File: src/rtl/iopdw_pkg.sv
// package: constants and carrier structs for the i/o port decode and wait glue
package iopdw_pkg;

  // port offsets within the eight-port window
  localparam logic [2:0] PORT_SER_DATA_A  = 3'h0;
  localparam logic [2:0] PORT_SER_CTRL_A  = 3'h1;
  localparam logic [2:0] PORT_SER_DATA_B  = 3'h2;
  localparam logic [2:0] PORT_SER_CTRL_B  = 3'h3;
  localparam logic [2:0] PORT_BANK_SEL    = 3'h4;
  localparam logic [2:0] PORT_CLK_INDEX   = 3'h5;
  localparam logic [2:0] PORT_CLK_DATA    = 3'h6;
  localparam logic [2:0] PORT_SWITCH      = 3'h7;

  // address field layout
  localparam int PORT_BITS     = 3;
  localparam int ADDR_BITS     = 16;
  localparam int SHORT_BITS    = 8;
  localparam int SW_SHORT_BITS = 5;  // switches compared in 8-bit mode
  localparam int SW_LONG_BITS  = 13; // switches compared in 16-bit mode

  // clock index register layout
  localparam int CLK_IDX_BITS  = 5;
  localparam int BANK_BITS     = 2;
  localparam int BANK_LSB      = 6;

  // wait states
  localparam logic [2:0] WAIT_SERIAL = 3'h2;
  localparam logic [2:0] WAIT_CLOCK  = 3'h4;
  localparam logic [2:0] WAIT_NONE   = 3'h0;

  // reset values
  localparam logic [1:0] BANK_RST    = 2'h0;
  localparam logic [4:0] CLK_IDX_RST = 5'h00;

  // interrupt routing: 0..7 vectored, 8 non-maskable
  localparam int IRQ_LINES = 9;

  // bus request from the host side
  typedef struct packed {
    logic [15:0] addr;
    logic [7:0]  wdata;
    logic        rd;   // i/o read strobe
    logic        wr;   // i/o write strobe
  } iopdw_req_type;

  // strobes toward the peripherals
  typedef struct packed {
    logic [3:0]  ser_cs;   // one per serial controller
    logic [1:0]  ser_reg;  // register within controller
    logic        clk_cs;
    logic [4:0]  clk_idx;
  } iopdw_sel_type;

endpackage

File: src/rtl/iopdw_glue.sv
// i/o port decode, bank select and wait generation glue for the serial/clock board
`timescale 1ns/100ps
module iopdw_glue
  import iopdw_pkg::*;
(
  // clock and reset
  input  wire logic                 core_clk_i,
  input  wire logic                 sys_rst_i,
  // host bus
  input  wire iopdw_req_type        bus_req_i,
  output logic [7:0]                bus_rdata_o,
  output logic                      bus_rdata_oe_o,
  output logic                      bus_ready_o,
  // configuration straps
  input  wire logic [12:0]          base_sw_i,
  input  wire logic                 long_addr_i,
  input  wire logic [7:0]           user_sw_i,
  // peripheral side
  output iopdw_sel_type             per_sel_o,
  output logic                      per_rd_o,
  output logic                      per_wr_o,
  output logic [7:0]                per_wdata_o,
  input  wire logic [7:0]           per_rdata_i,
  // interrupts
  input  wire logic [7:0]           ser_irq_i,
  input  wire logic                 clk_stby_irq_i,
  input  wire logic                 clk_gen_irq_i,
  input  wire logic [3:0]           ser_irq_route_i,
  input  wire logic [3:0]           stby_irq_route_i,
  input  wire logic [3:0]           gen_irq_route_i,
  output logic [IRQ_LINES-1:0]      bus_irq_o
);

  // user switches are off-board pins: three-flop sampling
  // the first stage may go metastable, so only the second stage reads it
  logic [7:0] sw_s1_r, sw_s2_r, sw_s3_r, sw_val_r;
  // control state
  logic [1:0] bank_r;                   // selected serial controller
  logic [4:0] clk_idx_r;                // selected clock register
  logic [2:0] wait_cnt_r;               // wait states left
  logic       busy_r;                   // access in progress
  logic       ready_r;
  logic [7:0] rdata_r;
  logic       rdata_oe_r;
  iopdw_sel_type sel_r;
  // registered copies of the peripheral strobes
  logic       per_rd_r, per_wr_r;
  logic [7:0] per_wdata_r;
  // routed interrupt lines, one per bus line
  logic [IRQ_LINES-1:0] irq_r;

  // elaboration checks: the decode and routing logic serve only these layouts
  // the long compare must cover every address bit above the port field
  if (SW_LONG_BITS != ADDR_BITS - PORT_BITS) begin : g_chk_long
    $error("long compare width does not match the address field");
  end
  // the short compare must cover the byte address above the port field
  if (SW_SHORT_BITS != SHORT_BITS - PORT_BITS) begin : g_chk_short
    $error("short compare width does not match the address field");
  end
  // every bus interrupt line must have a route code
  if (IRQ_LINES > 2 ** $bits(ser_irq_route_i)) begin : g_chk_irq
    $error("route code too narrow for the interrupt lines");
  end
  // waited ports need a count: the counter stops on one, never on zero
  if (WAIT_SERIAL == WAIT_NONE || WAIT_CLOCK == WAIT_NONE) begin : g_chk_wait
    $error("waited ports need a nonzero wait count");
  end

  // board decode: compare upper address bits to switches
  // base switches and the mode jumper are read raw: they are static straps
  // and must only change while the board is held in reset
  wire logic short_hit = (bus_req_i.addr[SHORT_BITS-1:PORT_BITS] == base_sw_i[SW_SHORT_BITS-1:0]);
  wire logic long_hit  = (bus_req_i.addr[ADDR_BITS-1:PORT_BITS] == base_sw_i[SW_LONG_BITS-1:0]);
  wire logic board_sel = long_addr_i ? long_hit : short_hit;
  wire logic [2:0] port = bus_req_i.addr[PORT_BITS-1:0];
  wire logic access    = board_sel & (bus_req_i.rd | bus_req_i.wr) & ~busy_r;
  wire logic is_serial = (port[2] == 1'b0);
  wire logic is_clk    = (port == PORT_CLK_DATA);
  // wait count chosen by target
  // the select, index and switch ports answer in the same cycle
  wire logic [2:0] wait_need = is_serial ? WAIT_SERIAL :
                               is_clk    ? WAIT_CLOCK  : WAIT_NONE;
  // register read mux
  wire logic [7:0] idx_rd = {bank_r, 1'b0, clk_idx_r};
  wire logic [7:0] reg_rd = (port == PORT_CLK_INDEX) ? idx_rd :
                            (port == PORT_SWITCH)    ? sw_val_r : 8'h00;
  // active peripheral strobe only for waited accesses, none for fast ports
  // one-hot from the bank number: only one controller is ever selected
  wire logic [3:0] bank_dec = 4'h1 << bank_r;

  // switch synchroniser: update once second and third stages agree
  always_ff @(posedge core_clk_i) begin
    sw_s1_r <= user_sw_i;
    sw_s2_r <= sw_s1_r;
    sw_s3_r <= sw_s2_r;
    if (sys_rst_i) begin
      // reset: report all switches off until a stable value arrives
      sw_val_r <= 8'h00;
    end else if (sw_s2_r == sw_s3_r) begin
      // two stages agree: a half-settled sample never gets through
      sw_val_r <= sw_s3_r;
    end
  end

  // internal registers written by host
  always_ff @(posedge core_clk_i) begin
    if (sys_rst_i) begin
      bank_r    <= BANK_RST;
      clk_idx_r <= CLK_IDX_RST;
    end else if (access && bus_req_i.wr) begin
      // misses and strobes held past the first edge never get here
      // bank write: only the low two data bits name a controller
      if (port == PORT_BANK_SEL) begin
        bank_r <= bus_req_i.wdata[BANK_BITS-1:0];
      end
      // index write: five bits, so register numbers wrap at the field width
      if (port == PORT_CLK_INDEX) begin
        clk_idx_r <= bus_req_i.wdata[CLK_IDX_BITS-1:0];
      end
    end
  end

  // access sequencer: ready low for the wait count, then data and ready
  // busy stays set until the host drops both strobes, so a held strobe is one access
  always_ff @(posedge core_clk_i) begin
    if (sys_rst_i) begin
      // idle bus: ready high, so a quiet board never stalls the host
      busy_r      <= 1'b0;
      wait_cnt_r  <= WAIT_NONE;
      ready_r     <= 1'b1;
      rdata_r     <= 8'h00;
      rdata_oe_r  <= 1'b0;
      sel_r       <= '0;
      per_rd_r    <= 1'b0;
      per_wr_r    <= 1'b0;
      per_wdata_r <= 8'h00;
    end else if (access) begin
      // new access: peripheral strobes start, waits counted in bus clocks
      sel_r.ser_cs  <= is_serial ? bank_dec : 4'h0;
      sel_r.ser_reg <= port[1:0];
      sel_r.clk_cs  <= is_clk;
      sel_r.clk_idx <= clk_idx_r;
      per_rd_r      <= bus_req_i.rd & (wait_need != WAIT_NONE);
      per_wr_r      <= bus_req_i.wr & (wait_need != WAIT_NONE);
      per_wdata_r   <= bus_req_i.wdata;
      rdata_oe_r    <= bus_req_i.rd;
      if (wait_need == WAIT_NONE) begin
        // fast port: answer at once, ready never drops
        rdata_r <= reg_rd;
        busy_r  <= 1'b1;
        ready_r <= 1'b1;
      end else begin
        // slow port: hold ready low for the counted bus clocks
        busy_r     <= 1'b1;
        wait_cnt_r <= wait_need;
        ready_r    <= 1'b0;
      end
    end else if (busy_r && !ready_r) begin
      // peripheral data sampled on the last wait cycle
      wait_cnt_r <= wait_cnt_r - 3'h1;
      if (wait_cnt_r == 3'h1) begin
        // ready rises now; the host closes the cycle by dropping its strobe
        ready_r <= 1'b1;
        rdata_r <= per_rdata_i;
      end
    end else if (busy_r && !(bus_req_i.rd | bus_req_i.wr)) begin
      // strobes dropped: end of cycle, release bus data
      busy_r     <= 1'b0;
      rdata_oe_r <= 1'b0;
      sel_r      <= '0;
      per_rd_r   <= 1'b0;
      per_wr_r   <= 1'b0;
    end
  end

  // interrupt routing through jumpers; serial channels wire-ored
  // route codes above the non-maskable line leave that source unrouted
  wire logic ser_any = |ser_irq_i;
  logic [IRQ_LINES-1:0] irq_nxt;
  genvar gi;
  generate
    for (gi = 0; gi < IRQ_LINES; gi++) begin : g_irq
      assign irq_nxt[gi] = (ser_any        && ser_irq_route_i  == 4'(gi)) |
                           (clk_stby_irq_i && stby_irq_route_i == 4'(gi)) |
                           (clk_gen_irq_i  && gen_irq_route_i  == 4'(gi));
    end
  endgenerate

  // register the routed lines so outputs come from flops
  // one cycle of latency: a jumper or source change shows a cycle late
  always_ff @(posedge core_clk_i) begin
    if (sys_rst_i) begin
      irq_r <= '0;
    end else begin
      irq_r <= irq_nxt;
    end
  end

  // outputs
  // every one is a flop, so no decode glitch reaches the bus
  assign bus_rdata_o    = rdata_r;
  assign bus_rdata_oe_o = rdata_oe_r;
  assign bus_ready_o    = ready_r;
  assign per_sel_o      = sel_r;
  assign per_rd_o       = per_rd_r;
  assign per_wr_o       = per_wr_r;
  assign per_wdata_o    = per_wdata_r;
  assign bus_irq_o      = irq_r;

endmodule

File: config.mk
export PLATFORM = sky130hd
export DESIGN_NAME = iopdw_glue
export DESIGN_NICKNAME = d
export VERILOG_FILES = /design/src/rtl/iopdw_pkg.sv /design/src/rtl/iopdw_glue.sv
export SDC_FILE = /design/constraint.sdc
export NUM_CORES = 1
export LEC_CHECK = 0
export ABC_CLOCK_PERIOD_IN_PS = 1700
export BUFFER_PORTS_ARGS = -buffer_cell sky130_fd_sc_hd__buf_2
export CAP_MARGIN = 25
export CELL_PAD_IN_SITES_DETAIL_PLACEMENT = 1
export CELL_PAD_IN_SITES_GLOBAL_PLACEMENT = 1
export CORE_MARGIN = 5
export CORE_UTILIZATION = 30
export CTS_BUF_LIST = sky130_fd_sc_hd__clkbuf_16
export CTS_CLUSTER_SIZE = 20
export DETAILED_ROUTE_END_ITERATION = 10
export PLACE_DENSITY = 0.69
export SLEW_MARGIN = 30
export SYNTH_ARGS = -nofsm -noshare
export SYNTH_HDL_FRONTEND = slang
export SYNTH_SLANG_ARGS = --single-unit
File: constraint.sdc
create_clock -name core_clk_i -period 1.7 [get_ports core_clk_i]
set_input_delay 0.085 -clock core_clk_i [delete_from_list [all_inputs] [get_ports core_clk_i]]
set_output_delay 0.085 -clock core_clk_i [all_outputs]
set_load 0.02 [all_outputs]
==> out/summary.txt <==
Detail Placement HPWL = 8.29 mm
Async SR Flop Fraction = 0%
maxcap violations = 0
Synth area leaders = dfxtp_1 (46%), a21oi_1 (3.7%), nand4_1 (2.9%), nand3_1 (2.9%), xnor2_1 (2.9%)
Buffers on Ports = 120
Mapped Cells = 374
H-tree depth = 3
clock slew at reported path FFs = 70 ps
RePlAce Congestion = 0.858
setup TNS = 0 ps
Hold Fails Final Rpt = 0
RSZ-0062 raised after global routing = yes
Tcrit/Tclk final = 97.2%
worst slew pin tran = 611 ps
Synth top area share = 46.4%
min Tclk post-route = 1650 ps
Crit-path slowest cell = or3_4
R2R depth = 5
Post-DRT Antenna Nets = 0
Worst Skew = 5.69 ps
CP arrival = 1940 ps
Crit. End Element = register
Hold Slack = 11.3 ps
die area = 14400 um2
CTS tree = built
Die W = 120 um
Levels on crit path = 5
critical path endpoint = per_sel_o[10]
prevailing post-synth register cell = dfxtp_1
WL/cell = 16.9 um
Crit path largest cell delay = 380 ps
drt total wl = 11.2 mm
outcome = completed
FF-to-FF Start = busy_r
worst-path maximum fanout = 10
detailed-route via count = 3424
Final Cell Area = 4850 um2
Ys Warns = 0
critical path buffer and inverter count = 1
Post-synth EDFFs = 0
startpoint types = register
drt first pass iters = 4
setup violators final = 0
Site Rows = 40
Peak VDD IR = 0.414 mV
starting density of the core = 30.4%
Num CTS Buffers = 9
Clock Tree Buf Depth = 2
hold path depth = 3
max-slew violations = 0
critical path class = reg2reg
Clock Latency Late Sink = 340 ps
FF-to-FF setup slack = 50 ps
Sink Count = 84
Yosys top cell by area = dfxtp_1
Worst Path Required = 1990 ps
DRC = 0
ANT cells = 0
Max Clk Rate = 0.605 GHz
Worst Slack Setup Final = 47.1 ps
Cell Pwr Density = 912 nW/um2
io pins = 121
worst rel slew slack = 59.0%
Nets = 592
Final Core Density = 40.7%
Vias/cell = 5.17
largest net degree at the start of global routing = 32
Seq/Total Area, Yosys = 46.4%
placed cell area = 4370 um2
grt total ovfl = 0
synth unique cells = 56
pre-CTS WS = -42.4 ps
synthesized area = 3620 um2
detailed router's first-iteration violation count = 193
reg-to-reg endpoint = per_sel_o[10]
initial antenna violation count = 1
Global Route Usage Sum = 15.8%
Area Growth Syn to Fin = 34.0%
worst path cell trace = or3_4, or2_4, buf_4, nor4_4, a22o_1
global-route wire length before repair = 18.4 mm
layout cells sized above 1 = 34.4%
Synth Register Bits = 84
Lkg Pwr = 2.00 nW
Clock Tree Root = clkbuf_16
number of global-route vias before repair = 3695
hold crit path type = in2reg
core area = 11900 um2
Avg Inst Size Synth = 9.69 um2
chip height = 120 um
Mapped Nets = 456
CP top delay family = simple AND/OR/NAND/NOR gates
crit path from = busy_r
## Yosys cell counts, drive strengths merged, types with 3 or more instances
master  count
mux2i       8
nor2       23
o21ai      21
mux2        6
nand2      17
a311oi      8
inv         4
nand4b      3
o31ai       7
buf         8
and2        3
a31oi       9
nor3        5
a21oi      27
clkbuf     16
xor2        9
a211oi     10
nand4      17
xnor2      12
nor2b       5
nand3      21
or3         3
dfxtp      84
nor4        3
nor3b       4
nand3b      4
o211ai     10
## how the worst min path moves through the flow
stage | from | endpoint | slack (ps)
final | bus_req_i[6] | per_wdata_o[4] | 10
after global routing | bus_req_i[4] | per_wdata_o[2] | 10
after CTS | bus_req_i[4] | per_wdata_o[2] | 1
after detailed placement | user_sw_i[7] | sw_s1_r[7] | 190
after global placement | user_sw_i[7] | sw_s1_r[7] | 190
after floorplan | user_sw_i[0] | sw_s1_r[0] | 110
## cell type report
class / instances / area [um2]
Clock buffer: 9 / 225
Clock inverter: 7 / 76.3
Fill cell: 1420 / 7060
Inverter: 5 / 18.8
Multi-Input combinational cell: 261 / 1770
Sequential cell: 84 / 1680
Tap cell: 147 / 184
Timing Repair Buffer: 149 / 896
## worst min-delay path: cells and delay by family
family,cells,cell delay (ps)
AND/OR/NAND/NOR,1,60
buffers and inverters,1,110
AO/OA/AOI/OAI,1,60
## placed cells by master, fill, tap and decap left out, types with 3 or more instances in the layout
| cell type | n |
|---|---|
| a21oi_1 | 27 |
| nand2_1 | 16 |
| buf_2 | 120 |
| buf_4 | 10 |
| dlygate4sd3_1 | 12 |
| nor2b_1 | 5 |
| a311oi_1 | 8 |
| buf_6 | 4 |
| a31oi_1 | 9 |
| dfxtp_1 | 84 |
| nor2_1 | 22 |
| nand3_1 | 21 |
| o21ai_0 | 19 |
| o211ai_1 | 10 |
| nand4b_1 | 3 |
| a211oi_1 | 9 |
| inv_8 | 3 |
| mux2_2 | 6 |
| nand4_1 | 17 |
| and2_1 | 3 |
| clkbuf_16 | 9 |
| xor2_1 | 9 |
| nand3b_1 | 4 |
| mux2i_1 | 8 |
| inv_1 | 4 |
| nor3_1 | 3 |
| xnor2_1 | 12 |
| nor3b_1 | 3 |
| o31ai_1 | 5 |
## kinds of logic (layout without fill, tap and decap cells)
family | after synthesis | in the layout | synth area share, %
fa+ha+maj | 2 | 2 | 0.691
xor+xnor | 21 | 21 | 5.08
simple gates | 118 | 118 | 18.6
buf+inv | 29 | 170 | 5.91
mux | 14 | 14 | 4.08
compound gates | 106 | 106 | 19.2
flops | 84 | 84 | 46.4
## layer usage
metal  up-vias  track usage, %  share of wire (%)
li1       1669               -                  -
met5         -               0               0.17
met1      1616            19.3                 43
met4         2            7.02                2.5
met3        24            4.01                6.7
met2       113            26.3                 48
## report_power, final
part	internal [mW]	switching, mW
sequential	2.01	0.0228
combinational	0.194	0.237
clock	1.05	0.915
total	3.25	1.17
## sequential cells by signal, indices dropped and copies added, names as in the netlist
| register | flops |
|---|---|
| bank_r | 2 |
| bus_irq_o | 9 |
| bus_rdata_o | 8 |
| bus_rdata_oe_o | 1 |
| bus_ready_o | 1 |
| busy_r | 1 |
| clk_idx_r | 5 |
| per_rd_o | 1 |
| per_sel_o | 12 |
| per_wdata_o | 8 |
| per_wr_o | 1 |
| sw_s1_r | 8 |
| sw_s2_r | 8 |
| sw_s3_r | 8 |
| sw_val_r | 8 |
| wait_cnt_r | 3 |
## what timing repair did
item	in CTS	in global routing
hold buffers	12	0
resized for setup	1	14
cloned	0	0
buffers inserted	0	0
pin swaps	0	7
setup endpoints to repair	3	25
hold endpoints to repair	12	0
## stage by stage
step	std cells	total power, mW
2_1_floorplan	374	2.29
3_3_place_gp	634	2.47
3_5_place_dp	634	2.48
4_1_cts	662	4.50
5_1_grt	662	4.62
6_report	662	4.43
No activity file was read; power rests on OpenSTA's default activity.
